<file path="src/uirq_pkg.sv">
// uirq_pkg: offsets, field positions, reset values and state codes
// for the per-channel interrupt mask and line status block.
// assumes a three-bit register address and an eight-bit data bus.
package uirq_pkg;

  // ==========================================================
  // register offsets on the channel's parallel port
  localparam logic [2:0] OFS_HOLD = 3'h0; // tx_hold_reg / rx_hold_reg
  localparam logic [2:0] OFS_IMASK = 3'h1; // interrupt_mask_reg
  localparam logic [2:0] OFS_FIFO = 3'h2; // fifo_ctl_reg / irq_ident_reg
  localparam logic [2:0] OFS_LSTAT = 3'h5; // line_stat_reg

  // ==========================================================
  // interrupt mask fields
  localparam int IM_RX_DMA_REQ_N = 0;
  localparam int IM_THRE = 1;
  localparam int IM_RLS = 2;
  localparam int IM_MSR = 3;
  localparam int IM_SLEEP = 4;
  localparam int IM_XOFF = 5;
  localparam int IM_RTS = 6;
  localparam int IM_CTS = 7;
  localparam logic [7:0] IM_LOW_MASK = 8'h0F; // always accessible bits
  localparam logic [7:0] IMASK_RST = 8'h00;

  // ==========================================================
  // fifo control fields
  localparam int FC_FIFO_EN = 0;
  localparam int FC_DMA_MODE = 3;
  localparam logic [7:0] FC_KEEP = 8'hF9; // reset bits self clear
  localparam logic [7:0] FCTL_RST = 8'h00;

  // ==========================================================
  // line status fields
  localparam int LS_DRDY = 0;
  localparam int LS_ERR_LO = 1; // overrun, parity, framing, break
  localparam int LS_THRE = 5;
  localparam int LS_TEMT = 6;
  localparam int LS_FERR = 7;
  localparam logic [7:0] LSTAT_RST = 8'h60;

  // ==========================================================
  // identification codes, bit 0 low while pending
  localparam logic [7:0] ID_NONE = 8'h01;
  localparam logic [7:0] ID_RLS = 8'h06;
  localparam logic [7:0] ID_RX_DMA_REQ_N = 8'h04;
  localparam logic [7:0] ID_THRE = 8'h02;
  localparam logic [7:0] ID_MSR = 8'h00;
  localparam logic [7:0] ID_XOFF = 8'h10;
  localparam logic [7:0] ID_FLOW = 8'h20;
  localparam logic [7:0] ID_FIFO_ON = 8'hC0;

  // edge catcher lanes
  localparam int EV_CTS = 0;
  localparam int EV_RTS = 1;
  localparam int EV_XOFF = 2;
  localparam int EV_W = 3;

  // transmit dma request states
  typedef enum logic [0:0] {
    TXR_IDLE = 1'b0,
    TXR_ACTIVE = 1'b1
  } uirq_txreq_t;

endpackage

</file>
<file path="src/uirq_lsr_if.sv">
// uirq_lsr_if: carries line status inputs and the assembled status
// between the channel hub and the line status keeper.
// assumes both ends run on the same core clock.
`timescale 1ns/10ps
interface uirq_lsr_if;
  logic [3:0] err_set; // overrun, parity, framing, break pulses
  logic rd_clr; // line status read strobe
  logic data_rdy;
  logic tx_empty;
  logic tsr_empty;
  logic fifo_err;
  logic [7:0] lsr;
  modport hub (output err_set, rd_clr, data_rdy, tx_empty,
    tsr_empty, fifo_err, input lsr);
  modport stat (input err_set, rd_clr, data_rdy, tx_empty,
    tsr_empty, fifo_err, output lsr);
endinterface

</file>
<file path="src/uirq_top.sv">
// uirq_top: interrupt mask, identification, line status and dma
// ready pins of one uart channel.
// assumes a one-cycle access strobe on the parallel port and fifo
// counts and line events supplied by the channel's datapath.
//
// Behaviour
// - cts rising edge raises an interrupt while its enable is set
// - rts output rising edge raises an interrupt while enabled
// - received xoff raises an interrupt only while enabled
// - mask bit 4 enables or disables sleep mode
// - modem status change interrupts only while enabled
// - receive line status conditions interrupt only while enabled
// - transmit holding empty interrupts while enabled, matching status
// - fifo mode receive interrupt follows count versus trigger level
// - reset clears every interrupt enable and sleep enable
// - identification shows receive trigger and clears with it
// - data ready sets on a loaded character, clears when empty
// - with fifo on and all interrupt enables off, status is polled
// - line status bits 1 to 4 report receive error kinds
// - line status bit 5 set while transmit fifo is empty
// - bit 6 set when transmit fifo and shift register empty
// - bit 7 set when any received character carries an error
// - mode 0 transmit request goes low when holding space is free
// - mode 0 receive request goes low when a character is loaded
// - interrupt on channel pin in 16 mode, wire-or pin in 68
// - mask bits 4 to 7 accessible only with enhanced features on
// - mode 0 transmit request returns high after first write
// - mode 0 receive request returns high when receiver empties
`timescale 1ns/10ps
module uirq_top
(
  input wire logic i_core_clk,
  input wire logic i_rstn,
  // parallel register port
  input wire logic i_cs_n,
  input wire logic i_rd_n,
  input wire logic i_wr_n,
  input wire logic [2:0] i_addr,
  input wire logic [7:0] i_wdata,
  output logic [7:0] o_rdata,
  // configuration levels
  input wire logic i_mode68,
  input wire logic i_enh_en,
  // line events and datapath status
  input wire logic i_cts,
  input wire logic i_rts,
  input wire logic i_xoff_rx,
  input wire logic i_msr_delta,
  input wire logic [3:0] i_rx_err,
  input wire logic i_rx_fifo_err,
  input wire logic [6:0] i_rx_count,
  input wire logic [6:0] i_rx_trig,
  input wire logic i_tx_fifo_empty,
  input wire logic i_tsr_empty,
  // outputs
  output logic o_chan_irq_out,
  output logic o_irq_wor_o,
  output logic o_irq_wor_oe,
  output logic o_tx_dma_req_n,
  output logic o_rx_dma_req_n,
  output logic o_sleep_en,
  output logic o_fifo_en,
  output logic o_dma_mode
);

  // =========================================================
  // declarations
  logic [7:0] imask_r;
  logic [7:0] fctl_r;
  logic [7:0] rdata_nxt;
  logic wr_stb;
  logic rd_stb;
  logic hold_wr;
  logic ident_rd;
  logic lstat_rd;
  logic imask_wr;
  logic [7:0] imask_nxt;
  logic [uirq_pkg::EV_W-1:0] ev_lvl;
  logic [uirq_pkg::EV_W-1:0] ev_clr;
  logic [uirq_pkg::EV_W-1:0] ev_flag;
  logic [7:0] lsr;
  logic rx_ready;
  logic thr_empty;
  logic rls_pend;
  logic [7:0] pend;
  logic [7:0] ident;
  logic irq_any;
  uirq_pkg::uirq_txreq_t txq_r;
  uirq_pkg::uirq_txreq_t txq_nxt;

  uirq_lsr_if lsif ();

  // =========================================================
  // strobe decode, one access per selected cycle
  assign wr_stb = !i_cs_n && !i_wr_n;
  assign rd_stb = !i_cs_n && !i_rd_n;
  assign hold_wr = wr_stb && (i_addr == uirq_pkg::OFS_HOLD);
  assign imask_wr = wr_stb && (i_addr == uirq_pkg::OFS_IMASK);
  assign ident_rd = rd_stb && (i_addr == uirq_pkg::OFS_FIFO);
  assign lstat_rd = rd_stb && (i_addr == uirq_pkg::OFS_LSTAT);

  // =========================================================
  // identification code of the highest pending source
  function automatic logic [7:0] id_code(input logic [7:0] p);
    logic [7:0] c;
    c = uirq_pkg::ID_NONE;
    if (p[uirq_pkg::IM_RLS])
      c = uirq_pkg::ID_RLS;
    else if (p[uirq_pkg::IM_RX_DMA_REQ_N])
      c = uirq_pkg::ID_RX_DMA_REQ_N;
    else if (p[uirq_pkg::IM_THRE])
      c = uirq_pkg::ID_THRE;
    else if (p[uirq_pkg::IM_MSR])
      c = uirq_pkg::ID_MSR;
    else if (p[uirq_pkg::IM_XOFF])
      c = uirq_pkg::ID_XOFF;
    else if (p[uirq_pkg::IM_CTS] || p[uirq_pkg::IM_RTS])
      c = uirq_pkg::ID_FLOW;
    return c;
  endfunction

  // =========================================================
  // mask write, upper half guarded by enhanced enable
  always_comb
  begin
    imask_nxt = imask_r;
    if (imask_wr)
    begin
      if (i_enh_en)
        imask_nxt = i_wdata;
      else
        imask_nxt = (imask_r & ~uirq_pkg::IM_LOW_MASK)
          | (i_wdata & uirq_pkg::IM_LOW_MASK);
    end
  end

  // mask register, all enables cleared at reset
  always_ff @(posedge i_core_clk or negedge i_rstn)
    if (!i_rstn)
      imask_r <= uirq_pkg::IMASK_RST;
    else
      imask_r <= imask_nxt;

  // =========================================================
  // fifo control, reset bits do not stay set
  always_ff @(posedge i_core_clk or negedge i_rstn)
    if (!i_rstn)
      fctl_r <= uirq_pkg::FCTL_RST;
    else if (wr_stb && (i_addr == uirq_pkg::OFS_FIFO))
      fctl_r <= i_wdata & uirq_pkg::FC_KEEP;

  // =========================================================
  // flow control and xoff events, cleared by identification read
  assign ev_lvl[uirq_pkg::EV_CTS] = i_cts;
  assign ev_lvl[uirq_pkg::EV_RTS] = i_rts;
  assign ev_lvl[uirq_pkg::EV_XOFF] = i_xoff_rx;
  assign ev_clr = {uirq_pkg::EV_W{ident_rd}};

  uirq_edge #(
    .W(uirq_pkg::EV_W)
  ) u_edge (
    .i_core_clk(i_core_clk),
    .i_rstn(i_rstn),
    .i_lvl(ev_lvl),
    .i_clr(ev_clr),
    .o_flag(ev_flag)
  );

  // =========================================================
  // line status keeper
  assign lsif.err_set = i_rx_err;
  assign lsif.rd_clr = lstat_rd;
  assign lsif.data_rdy = (i_rx_count != 7'h00);
  assign lsif.tx_empty = i_tx_fifo_empty;
  assign lsif.tsr_empty = i_tsr_empty;
  assign lsif.fifo_err = i_rx_fifo_err;
  assign lsr = lsif.lsr;

  uirq_lsr u_lsr (
    .i_core_clk(i_core_clk),
    .i_rstn(i_rstn),
    .ls(lsif.stat)
  );

  // =========================================================
  // raw source conditions
  // receive ready uses the trigger level with fifos on, else any data
  assign rx_ready = fctl_r[uirq_pkg::FC_FIFO_EN]
    ? (i_rx_count >= i_rx_trig)
    : (i_rx_count != 7'h00);
  assign thr_empty = lsr[uirq_pkg::LS_THRE];
  assign rls_pend = |lsr[uirq_pkg::LS_ERR_LO +: 4];

  // pending sources gated by their enables
  always_comb
  begin
    pend = 8'h00;
    pend[uirq_pkg::IM_RX_DMA_REQ_N] = rx_ready
      & imask_r[uirq_pkg::IM_RX_DMA_REQ_N];
    pend[uirq_pkg::IM_THRE] = thr_empty
      & imask_r[uirq_pkg::IM_THRE];
    pend[uirq_pkg::IM_RLS] = rls_pend
      & imask_r[uirq_pkg::IM_RLS];
    pend[uirq_pkg::IM_MSR] = i_msr_delta
      & imask_r[uirq_pkg::IM_MSR];
    pend[uirq_pkg::IM_XOFF] = ev_flag[uirq_pkg::EV_XOFF]
      & imask_r[uirq_pkg::IM_XOFF];
    pend[uirq_pkg::IM_RTS] = ev_flag[uirq_pkg::EV_RTS]
      & imask_r[uirq_pkg::IM_RTS];
    pend[uirq_pkg::IM_CTS] = ev_flag[uirq_pkg::EV_CTS]
      & imask_r[uirq_pkg::IM_CTS];
  end

  // with all enables cleared nothing here fires: polled mode
  assign irq_any = |pend;

  // identification word, fifo flags on top when fifos enabled
  assign ident = id_code(pend)
    | (fctl_r[uirq_pkg::FC_FIFO_EN] ? uirq_pkg::ID_FIFO_ON : 8'h00);

  // =========================================================
  // interrupt outputs, routed by bus mode
  always_ff @(posedge i_core_clk or negedge i_rstn)
    if (!i_rstn)
      o_chan_irq_out <= 1'b0;
    else
      o_chan_irq_out <= irq_any && !i_mode68;

  // wire-or request pulls low while an interrupt is pending in 68 mode
  always_ff @(posedge i_core_clk or negedge i_rstn)
    if (!i_rstn)
      o_irq_wor_oe <= 1'b0;
    else
      o_irq_wor_oe <= irq_any && i_mode68;

  // open-drain line only ever drives low
  always_ff @(posedge i_core_clk or negedge i_rstn)
    if (!i_rstn)
      o_irq_wor_o <= 1'b0;
    else
      o_irq_wor_o <= 1'b0;

  // =========================================================
  // register read data, returned one cycle after the strobe
  always_comb
  begin
    rdata_nxt = 8'h00;
    unique case (i_addr)
      uirq_pkg::OFS_IMASK:
        rdata_nxt = i_enh_en ? imask_r
          : (imask_r & uirq_pkg::IM_LOW_MASK);
      uirq_pkg::OFS_FIFO:
        rdata_nxt = ident;
      uirq_pkg::OFS_LSTAT:
        rdata_nxt = lsr;
      default:
        rdata_nxt = 8'h00;
    endcase
  end

  always_ff @(posedge i_core_clk or negedge i_rstn)
    if (!i_rstn)
      o_rdata <= 8'h00;
    else if (rd_stb)
      o_rdata <= rdata_nxt;

  // =========================================================
  // control level outputs
  always_ff @(posedge i_core_clk or negedge i_rstn)
    if (!i_rstn)
    begin
      o_sleep_en <= 1'b0;
      o_fifo_en <= 1'b0;
      o_dma_mode <= 1'b0;
    end
    else
    begin
      o_sleep_en <= imask_r[uirq_pkg::IM_SLEEP];
      o_fifo_en <= fctl_r[uirq_pkg::FC_FIFO_EN];
      o_dma_mode <= fctl_r[uirq_pkg::FC_DMA_MODE];
    end

  // =========================================================
  // transmit dma request: armed by free space, dropped by a write
  always_comb
  begin
    txq_nxt = txq_r;
    unique case (txq_r)
      uirq_pkg::TXR_IDLE:
        if (i_tx_fifo_empty && !hold_wr)
          txq_nxt = uirq_pkg::TXR_ACTIVE;
      uirq_pkg::TXR_ACTIVE:
        if (hold_wr)
          txq_nxt = uirq_pkg::TXR_IDLE;
    endcase
  end

  always_ff @(posedge i_core_clk or negedge i_rstn)
    if (!i_rstn)
      txq_r <= uirq_pkg::TXR_IDLE;
    else
      txq_r <= txq_nxt;

  always_ff @(posedge i_core_clk or negedge i_rstn)
    if (!i_rstn)
      o_tx_dma_req_n <= 1'b1;
    else
      o_tx_dma_req_n <= (txq_nxt != uirq_pkg::TXR_ACTIVE);

  // =========================================================
  // receive dma request: low while the receiver holds data
  always_ff @(posedge i_core_clk or negedge i_rstn)
    if (!i_rstn)
      o_rx_dma_req_n <= 1'b1;
    else
      o_rx_dma_req_n <= (i_rx_count == 7'h00);

endmodule

</file>
<file path="src/uirq_edge.sv">
// uirq_edge: sticky rising edge catchers, one lane per event.
// assumes inputs synchronous to the core clock.
`timescale 1ns/10ps
module uirq_edge
#(
  parameter int W = 3
)
(
  input wire logic i_core_clk,
  input wire logic i_rstn,
  input wire logic [W-1:0] i_lvl,
  input wire logic [W-1:0] i_clr,
  output logic [W-1:0] o_flag
);

  logic [W-1:0] prev_r;

  // =========================================================
  // previous level, ones at reset so a high line is no edge
  always_ff @(posedge i_core_clk or negedge i_rstn)
    if (!i_rstn)
      prev_r <= '1;
    else
      prev_r <= i_lvl;

  // =========================================================
  // sticky flags, a new edge wins over a clear
  always_ff @(posedge i_core_clk or negedge i_rstn)
    if (!i_rstn)
      o_flag <= '0;
    else
      o_flag <= (o_flag & ~i_clr) | (i_lvl & ~prev_r);

endmodule

</file>
<file path="src/uirq_lsr.sv">
// uirq_lsr: keeps the line status register of one channel.
// assumes error pulses last one cycle and status levels are current.
`timescale 1ns/10ps
module uirq_lsr
(
  input wire logic i_core_clk,
  input wire logic i_rstn,
  uirq_lsr_if.stat ls
);

  logic [3:0] err_r;
  logic [7:0] lsr_r;

  // =========================================================
  // sticky receive errors, cleared by a status read
  always_ff @(posedge i_core_clk or negedge i_rstn)
    if (!i_rstn)
      err_r <= '0;
    else if (ls.rd_clr)
      err_r <= ls.err_set; // set wins
    else
      err_r <= err_r | ls.err_set;

  // =========================================================
  // status word assembly
  always_ff @(posedge i_core_clk or negedge i_rstn)
    if (!i_rstn)
      lsr_r <= uirq_pkg::LSTAT_RST;
    else
    begin
      lsr_r[uirq_pkg::LS_DRDY] <= ls.data_rdy;
      lsr_r[uirq_pkg::LS_ERR_LO +: 4] <= (ls.rd_clr ? 4'h0 : err_r)
        | ls.err_set;
      lsr_r[uirq_pkg::LS_THRE] <= ls.tx_empty;
      lsr_r[uirq_pkg::LS_TEMT] <= ls.tx_empty & ls.tsr_empty;
      lsr_r[uirq_pkg::LS_FERR] <= ls.fifo_err;
    end

  assign ls.lsr = lsr_r;

endmodule

</file>
<file path="config.mk">
export PLATFORM = sky130hd
export DESIGN_NAME = uirq_top
export DESIGN_NICKNAME = d
export VERILOG_FILES = /design/src/uirq_pkg.sv /design/src/uirq_lsr_if.sv /design/src/uirq_top.sv /design/src/uirq_edge.sv /design/src/uirq_lsr.sv
export SDC_FILE = /design/constraint.sdc
export NUM_CORES = 1
export LEC_CHECK = 0
export BUFFER_PORTS_ARGS = -buffer_cell sky130_fd_sc_hd__buf_2
export CAP_MARGIN = 5
export CORE_MARGIN = 1
export CORE_UTILIZATION = 55
export DETAILED_ROUTE_END_ITERATION = 8
export PLACE_DENSITY = 0.84
export SETUP_SLACK_MARGIN = 0.02
export SLEW_MARGIN = 20
export SYNTH_ARGS = -nofsm -noshare
export SYNTH_HDL_FRONTEND = slang
export SYNTH_SLANG_ARGS = --single-unit
</file>
<file path="constraint.sdc">
create_clock -name i_core_clk -period 2.95 [get_ports i_core_clk]
set_input_delay 0.1475 -clock i_core_clk [delete_from_list [all_inputs] [get_ports i_core_clk]]
set_output_delay 0.1475 -clock i_core_clk [all_outputs]
set_load 0.01 [all_outputs]
</file>
==> results by group, run 1 <==
Power and ir drop
  – Total design power: between 1 and 1.5 mW
  – Leakage: approximately 1.2 nW
  – Worst vdd ir: between 0.3 and 0.4 mV
  – PD cells: 527 nW/um^2

Synth
  – Cells taking the most area after synthesis: dfrtp_1 47%, dfstp_2 9.3%, mux2_1 5.7%
  – Mapped Nets: 214
  – FF+latch count, synth: 44
  – Post-synth EDFFs: 0
  – Syn avg cell area: 12.1 um^2
  – Async set-reset flop share out of synthesis: 100%
  – Yosys top cell area share: between 40% and 50%
  – Synth Flop Type: dfrtp_1
  – Post-Syn Area: 1980 um^2
  – Sequential area share after synthesis: 56.1%
  – Netlist cell types: 40
  – Synth area leader: dfrtp_1
  – YS warnings: 0
  – Gate Count Post-Synth: 164

Setup path
  – Crit path max-delay cell type: o41ai_2
  – Critical-path maximum fanout: 5
  – Worst setup EP type: flip-flop
  – Critical path startpoint category: flip-flop
  – Arrival @ worst endpoint: around 1900 ps
  – Required @ worst endpoint: around 3200 ps
  – Crit-path max cell delay: around 580 ps
  – CP Cell Sequence: o41ai_2 -> and4_1 -> nand2_1 -> o21ai_1
  – Critical path class: flip-flop to flip-flop

Place
  – Placement Cell Area: 2300 um^2
  – Post-DP HPWL: roughly 3.0 mm
  – I/O Buffers: 57
  – Placer congestion estimate: about 0.8

STA
  – RSZ-0062 raised after global routing: false
  – Worst hold slack: 10.8 ps
  – Final Cycle Share: 53.9%
  – Tmin final: about 1600 ps
  – Hold Fails Final Rpt: 0
  – Slew HR: between 30% and 40%
  – Worst Skew: between 15 and 20 ps
  – Worst-Margin Slew: slightly above 900 ps
  – Final setup viols: 0
  – Fmax: 629 MHz
  – Final Max Slew Viols: 0
  – Setup_tns: 0 ps

Final layout
  – Synth-to-layout area growth: 27.7%
  – Ant. Diodes: 0
  – Post-layout net count: between 200 and 300
  – Fin area: ~2500 um^2
  – Finished Core Util: between 70% and 80%
  – Layout cell share with drive strength beyond 1: 35.3%

Routing
  – DR pass1 iterations: 4
  – Vias post-DR: 1529
  – Routed WL: approximately 4.1 mm
  – Routed Antenna Nets: 0
  – DRC marker count from the first detailed-route iteration: 89
  – Drt drc: 0
  – Vias per Instance: 5.33
  – Drt wl/cell: roughly 14 um

Global routing
  – Vias in the first global route: roughly 1.5k
  – Initial antenna violation count: 0
  – Total congestion overflow: 0
  – Largest net degree at the start of global routing: 45
  – Total GRT Usage: around a quarter
  – First-pass GRT wire length: around 6.7 mm

Clock tree
  – H-tree Lvls: 2
  – Clock Latency Late Sink: around 360 ps
  – Reg clk slew, reported paths: about 120 ps
  – TritonCTS clock tree: built
  – Sink Count: 44
  – Max Buffers Root-to-Sink: 2
  – CTS root buffer: clkbuf_4
  – CTS buffer count: 5
  – Post-CTS resize count: 0

Floorplan
  – Overall die height: ~62 um
  – IO Count: roughly 60
  – Initial cell density of the core: slightly below 60%
  – Die boundary width: 62.0 um
  – Die ar.: approximately 3800 um^2
  – Core Area: around 3400 um^2
  – # rows: 21

Flow run
  – Max Cap Viol: 0

Min path
  – Hold Path Class: input pin to flip-flop

Run status
  – Status: finished clean
-- layer usage --
metal  part of all wire, %  global-route usage [%]  vias to the layer above  routed length [um]
met5                     0                       0                        -                   0
met4                   2.2                    13.0                        0                  93
met2                    48                    39.2                       60                1990
li1                      -                       -                      738                   -
met3                   6.0                    5.59                       11                 249
met1                    44                    32.7                      720                1810
-- cells by family after synthesis --
kind of cell	share of synthesized area, %
buf+inv	3.67
compound gates	16.6
other cells	0.189
mux	7.90
fa+ha+maj	4.42
flops	56.1
simple gates	11.1
-- layout by cell type, fill, tap and decap left out, drive strengths merged, types with 4 or more instances in the layout --
cell	netlist	final
a21oi	4	4
dlygate4sd3	0	15
dfrtp	37	37
dfstp	7	7
a22oi	7	7
nor2	8	8
nand2	16	16
a22o	4	4
a21o	8	8
o21ai	10	10
ha	7	7
buf	3	57
inv	13	13
clkbuf	0	5
mux2	13	13
-- synth_stat cells (all sizes together) (3+ instances only) --
| master | count |
|---|---|
| a21o | 8 |
| a21oi | 4 |
| a22o | 4 |
| a22oi | 7 |
| buf | 3 |
| dfrtp | 37 |
| dfstp | 7 |
| ha | 7 |
| inv | 13 |
| mux2 | 13 |
| nand2 | 16 |
| nand3 | 3 |
| nor2 | 8 |
| o21ai | 10 |
| o41ai | 3 |
-- layout make-up --
type,count,area (um^2)
tap,46,57.6
timing repair buffer,72,435
multi-input combinational,104,797
clock buffer,5,37.5
fill,248,861
clock inverter,3,42.5
sequential,44,1110
inverter,13,48.8
-- stage by stage --
step	std cells	setup slack [ps]
final	287	1360
after global routing	287	1200
after CTS	287	1370
after detailed placement	264	1340
after global placement	264	1370
after floorplan	164	1630
-- repair_timing --
action | 4_1_cts | 5_1_grt
endpoints found under the hold margin | 57 | 0
hold buffers | 15 | 0
setup buffers | 0 | 0
-- worst paths after layout --
kind	from	endpoint	slack [ps]	cells after the start
worst max-delay path	u_lsr.ls.lsr[1]	o_rdata[0]	1360	4
min in group asynchronous	i_rstn	o_rdata[2]	450	2
worst min-delay path	i_wdata[0]	fctl_r[0]	10	2
max in group asynchronous	i_rstn	u_lsr.ls.lsr[7]	1930	2
worst min register to register	fctl_r[3]	o_dma_mode	390	0
worst max register to register	u_lsr.ls.lsr[1]	o_rdata[0]	1360	4
-- flip-flops by register name, indices dropped and copies added (netlist names) --
name	count
fctl_r	2
imask_r	8
o_chan_irq_out	1
o_dma_mode	1
o_fifo_en	1
o_irq_wor_oe	1
o_rdata	8
o_rx_dma_req_n	1
o_sleep_en	1
o_tx_dma_req_n	1
txq_r	1
u_edge.o_flag	3
u_edge.prev_r	3
u_lsr.err_r	4
u_lsr.ls.lsr	8
-- where the power goes --
| group | switching [mW] | internal [mW] |
|---|---|---|
| combinational | 0.129 | 0.123 |
| clock | 0.190 | 0.177 |
| sequential | 0.0433 | 0.671 |
-- worst max-delay path, delay by kind of cell, from the launching register on --
kind	cells	cell delay, ps
AO/OA/AOI/OAI	2	700
flip-flops	1	420
AND/OR/NAND/NOR	2	410
Power figures use the tool's default switching activity.
==> inputs of run 2 (changes only) <==
Settings changed: CORE_UTILIZATION 55 to 51, PLACE_DENSITY 0.84 to 0.79.
Clock period 2.95 ns to 1.6 ns, I/O delays scaled along.
==> results by group, run 2 (same netlist as run 1, synthesis figures left out) <==
Clock tree
  – CTS buffer count: 5
  – Hold Buf Count CTS: 17
  – Sink Count: 44
  – Max Buffers Root-to-Sink: 2
  – TritonCTS clock tree: built
  – Post-CTS resize count: 0
  – CTS root buffer: clkbuf_8
  – Reg clk slew, reported paths: around 80 ps
  – Setup bufs post-CTS: 0
  – Clock Latency Late Sink: around 300 ps
  – H-tree Lvls: 2

Flow run
  – Max Cap Viol: 0

Global routing
  – Busiest grt layer: met2
  – Vias in the first global route: around 1.6k
  – First-pass GRT wire length: 7.25 mm
  – Initial antenna violation count: 0
  – GRT met3 Usage: under 10%
  – Total GRT Usage: a little under a quarter
  – Grt met1 use: 29.1%
  – Largest net degree at the start of global routing: 20
  – M2 GR Usage: roughly 40%
  – Total congestion overflow: 0

STA
  – Fmax: 710 MHz
  – Worst Skew: 5.94 ps
  – Final Cycle Share: a little under 90%
  – Tmin final: 1410 ps
  – Hold Fails Final Rpt: 0
  – Final Max Slew Viols: 0
  – RSZ-0062 raised after global routing: false
  – Setup_tns: 0 ps
  – Final setup viols: 0
  – Fin worst setup slack: roughly 190 ps

Setup path
  – Worst setup EP type: flip-flop
  – Critical-path maximum fanout: 5
  – Arrival @ worst endpoint: roughly 1600 ps
  – CP Cell Sequence: o41ai_2 -> buf_4 -> and4_1 -> nand2_1 -> o21ai_1
  – Crit-path max cell delay: between 300 and 400 ps
  – Required @ worst endpoint: around 1800 ps
  – Top delay family on crit path: compound AO/OA/AOI/OAI gates
  – Critical path startpoint category: flip-flop
  – Crit path buffers/inverters: 1
  – Crit path max-delay cell type: dfrtp_1
  – Critical path class: flip-flop to flip-flop

Final layout
  – Finished Core Util: between 70% and 80%
  – Layout cell share with drive strength beyond 1: between 30% and 40%
  – Fin area: approximately 2600 um^2
  – Reg area: between 1000 and 1500 um^2
  – Ant. Diodes: 0
  – Most frequent cells in the layout: 57 x buf_2, 37 x dfrtp_1, 17 x dlygate4sd3_1, 15 x nand2_1, 13 x inv_1
  – Commonest non-fill, non-tap cell in the layout: buf_2
  – Synth-to-layout area growth: 33.5%
  – Layout fillers: 284
  – Footprint of the multi-input gates: approximately 800 um^2
  – Post-layout net count: 298

Routing
  – Routed Antenna Nets: 0
  – Vias post-DR: 1558
  – DRC marker count from the first detailed-route iteration: 63
  – Drt drc: 0
  – DR pass1 iterations: 4
  – Drt wl/cell: 13.7 um
  – Routed WL: 4.07 mm
  – Vias per Instance: approximately 5.2

Floorplan
  – Die ar.: 4130 um^2
  – Core Area: approximately 3700 um^2
  – Die boundary width: roughly 64 um
  – IO Count: approximately 60
  – # rows: 22
  – Initial cell density of the core: a little over half
  – Overall die height: about 64 um

Place
  – Placer congestion estimate: about 0.83
  – Post-DP HPWL: around 3.0 mm
  – I/O Buffers: 57
  – Pre-CTS setup slack: 119 ps
  – Placement Cell Area: between 2000 and 2500 um^2

Power and ir drop
  – Switching share of total power: 25.1%
  – Part of the power in registers: 48.5%
  – Sw Pwr: 682 uW
  – Worst vdd ir: 0.869 mV
  – Internal power: 2.03 mW
  – Clock power frac: roughly a third
  – PD cells: 1030 nW/um^2
  – Leakage: 1.27 nW
  – Comb power frac: 17.7%

Run status
  – Status: finished clean

Min path
  – Hold Path Class: input pin to flip-flop
[run 2: power by group through the flow]
stage | Clock, mW | Sequential, mW | Combinational [mW]
CTS | 0.927 | 1.32 | 0.483
finish | 0.916 | 1.31 | 0.481
global placement | 0 | 1.33 | 0.436
floorplan | 0 | 1.34 | 0.235
detailed placement | 0 | 1.34 | 0.450
global route | 0.993 | 1.33 | 0.537
[run 2: per-stage QoR]
| step | instances | hold slack [ps] | power (mW) |
|---|---|---|---|
| after global placement | 272 | 28.5 | 1.77 |
| after floorplan | 164 | -216 | 1.57 |
| after CTS | 297 | 5.30 | 2.73 |
| after detailed placement | 272 | 28.8 | 1.79 |
| final | 297 | 8.67 | 2.71 |
| after global routing | 297 | 11.2 | 2.86 |
[run 2: worst reg2reg max path: cells and delay by family, from the launching register on]
family | cells | cell delay [ps]
buffers and inverters | 1 | 190
AO/OA/AOI/OAI | 2 | 450
flip-flops | 1 | 390
AND/OR/NAND/NOR | 2 | 310
[run 2: path summary, 6_finish.rpt]
path,start,endpoint,slack (ps),depth (start not counted)
worst max-delay path,u_lsr.ls.lsr[2],o_rdata[0],190,5
worst min-delay path,i_wdata[2],imask_r[2],9,2
worst max register to register,u_lsr.ls.lsr[2],o_rdata[0],190,5
worst min register to register,fctl_r[3],o_dma_mode,390,0
max in group asynchronous,i_rstn,o_rx_dma_req_n,790,3
min in group asynchronous,i_rstn,txq_r,240,2
[run 2: layer usage]
layer	part of all wire (%)	vias up
li1	-	752
met1	42	754
met2	52	47
met3	5.4	5
met4	0.86	0
met5	0	-
[run 2: area by class of cell]
class                           instances  share of cell area [%]
Timing Repair Buffer                   80                    18.9
Inverter                               13                    1.85
Sequential cell                        44                    42.0
Multi-Input combinational cell        104                    30.2
Clock buffer                            7                    3.65
Tap cell                               48                    2.27
Clock inverter                          1                    1.14
==> inputs of run 3 (changes only) <==
Settings changed: ABC_AREA set to 1, CTS_CLUSTER_DIAMETER set to 200, PLACE_DENSITY 0.79 to 0.78.
==> results by group, run 3 <==
Run status
  – Status: finished clean

Setup path
  – Critical-path maximum fanout: 4
  – Worst setup EP type: flip-flop
  – Critical path startpoint category: flip-flop
  – Reg2Reg Depth: 11
  – Arrival @ worst endpoint: between 1500 and 2000 ps
  – Critical path class: flip-flop to flip-flop
  – Required @ worst endpoint: approximately 1800 ps

Floorplan
  – IO Count: 59
  – Die ar.: approximately 4300 um^2
  – Core Area: between 3000 and 4000 um^2
  – Overall die height: 65.9 um
  – # rows: 22
  – Initial cell density of the core: between 50 and 60%
  – Die boundary width: between 60 and 70 um

Synth
  – YS warnings: 0
  – Main combinational cell family by area after synthesis: simple AND/OR/NAND/NOR gates
  – Syn avg cell area: between 9 and 10 um^2
  – Sequential area share after synthesis: roughly 53%
  – FF+latch count, synth: 44
  – Post-synth EDFFs: 0
  – Synth Area in Compound Gates: between 10% and 20%
  – Post-Synth XOR/XNOR Area: 0%
  – Post-Synth Adder-Cell Area: 4.21%
  – Top cells by count, synth: 54 x nand2_1, 37 x dfrtp_1, 32 x inv_1
  – Synth area leader: dfrtp_1
  – Post-Syn Area: between 2000 and 2500 um^2
  – Gate Count Post-Synth: 220
  – Mapped Nets: 270
  – Synth Flop Type: dfrtp_1
  – Netlist cell types: 34
  – Top-count cell post-synth: nand2_1
  – Async set-reset flop share out of synthesis: between 90% and 100%
  – Cells taking the most area after synthesis: dfrtp_1 44%, nand2_1 9.7%, dfstp_2 8.8%
  – Mux share of post-synthesis cell area: under 10%
  – Synth Area in Simple Gates: between 20% and 30%
  – Yosys top cell area share: between 40% and 50%

Clock tree
  – H-tree Lvls: 2
  – Post-CTS resize count: 0
  – Reg clk slew, reported paths: roughly 80 ps
  – CTS root buffer: clkbuf_8
  – Sink Count: 44
  – Max Buffers Root-to-Sink: 2
  – CTS buffer count: 5
  – TritonCTS clock tree: built
  – Clock Latency Late Sink: approximately 300 ps

STA
  – Final Max Slew Viols: 0
  – Final Cycle Share: between 80% and 90%
  – Hold Fails Final Rpt: 0
  – Worst hold slack: 12.7 ps
  – Setup_tns: 0 ps
  – Fmax: 757 MHz
  – Final setup viols: 0
  – RSZ-0062 raised after global routing: false
  – Tmin final: between 1000 and 1500 ps
  – Worst Skew: approximately 10 ps
  – Fin worst setup slack: between 200 and 300 ps

Min path
  – Hold Path Class: input pin to flip-flop
  – Min-Delay Path Depth: 2

Place
  – Placement Cell Area: approximately 2400 um^2
  – Post-DP HPWL: approximately 3.0 mm
  – I/O Buffers: between 50 and 60
  – Pre-CTS setup slack: approximately 230 ps
  – Dpl cells: around 320
  – Placer congestion estimate: about 0.78

Power and ir drop
  – Clock power frac: about 28%
  – Worst vdd ir: 0.705 mV
  – Switching share of total power: 28.3%
  – Part of the power in registers: between 50 and 60%
  – Internal power: between 1.5 and 2 mW
  – Comb power frac: a little under a fifth
  – Sw Pwr: roughly 700 uW
  – PD cells: just over 900 nW/um^2
  – Leakage: about 1.5 nW

Final layout
  – Footprint of the multi-input gates: between 800 and 900 um^2
  – Ant. Diodes: 0
  – Fin area: approximately 2700 um^2
  – Reg area: ~1100 um^2
  – Most frequent cells in the layout: 57 x buf_2, 54 x nand2_1, 37 x dfrtp_1, 32 x inv_1, 14 x dlygate4sd3_1
  – Commonest non-fill, non-tap cell in the layout: buf_2
  – Synth-to-layout area growth: 27.9%
  – Layout fillers: between 300 and 400
  – Layout cell share with drive strength beyond 1: about a third
  – Post-Layout Cell Count: 346
  – Post-layout net count: between 300 and 400

Routing
  – Drt drc: 0
  – Drt wl/cell: roughly 12 um
  – Vias per Instance: 4.83
  – DR pass1 iterations: 4
  – DRC marker count from the first detailed-route iteration: approximately 140
  – Vias post-DR: between 1.5k and 2k
  – Routed WL: approximately 4 mm
  – Routed Antenna Nets: 0

Global routing
  – Total congestion overflow: 0
  – Total GRT Usage: between 20% and 30%
  – Initial antenna violation count: 0
  – First-pass GRT wire length: about 7.0 mm
  – Largest net degree at the start of global routing: between 40 and 50
  – Vias in the first global route: between 1.5k and 2k

Flow run
  – Max Cap Viol: 0
[run 3: stage by stage]
| step | total power [mW] | util [%] |
|---|---|---|
| floorplan | 1.56 | - |
| global placement | 1.73 | 64.1 |
| detailed placement | 1.75 | 64.1 |
| CTS | 2.44 | 70.1 |
| global route | 2.57 | 70.1 |
| finish | 2.43 | 70.1 |
[run 3: area by class of cell]
cell class	instances	area share, %
clock buffer	5	2.59
clock inverter	3	0.705
inverter	37	5.22
multi-input combinational	137	30.8
sequential	44	41.7
tap	48	2.26
timing repair buffer	72	16.7
[run 3: power by group through the flow]
| stage | Sequential [mW] | Clock [mW] | Combinational (mW) |
|---|---|---|---|
| after floorplan | 1.32 | 0 | 0.238 |
| after global placement | 1.31 | 0 | 0.416 |
| after detailed placement | 1.32 | 0 | 0.429 |
| after CTS | 1.30 | 0.688 | 0.458 |
| after global routing | 1.31 | 0.739 | 0.517 |
| final | 1.30 | 0.676 | 0.455 |
[run 3: path summary, 6_finish.rpt]
path / end / from / slack (ps)
min in group asynchronous: o_rdata[4] / i_rstn / 290
max in group asynchronous: o_rx_dma_req_n / i_rstn / 1040
hold reg to reg: o_dma_mode / fctl_r[3] / 390
setup reg to reg: o_rdata[2] / fctl_r[0] / 280
setup / recovery: o_rdata[2] / fctl_r[0] / 280
hold / removal: imask_r[4] / i_wdata[4] / 10
[run 3: logic make-up after synthesis]
family	count (synthesis)
other	1
and+or+nand+nor	88
adders and majority gates	7
DFF	44
muxes	4
buffers and inverters	39
AOI/OAI and AO/OA	37
[run 3: repair_timing]
| item | CTS | global route |
|---|---|---|
| hold buffers | 14 | 0 |
| endpoints found under the hold margin | 59 | 0 |
| buffers inserted | 0 | 0 |
[run 3: layer usage]
| metal | share of wire, % | GRT usage [%] | up-vias |
|---|---|---|---|
| met5 | 0 | 0 | - |
| met4 | 1.5 | 8.15 | 0 |
| met3 | 4.5 | 4.83 | 8 |
| met1 | 48 | 29.0 | 766 |
| met2 | 46 | 35.1 | 48 |
| li1 | - | - | 849 |
[run 3: critical path, stage by stage, from the launching register on]
cell	delay, ps
dfrtp_1	430
inv_2	60
nor2_2	70
nand2_1	60
a21oi_2	110
nand3_2	70
nand2_2	90
nand2_2	70
nand2_1	60
nand3_1	70
nand2_1	70
nand2_1	50
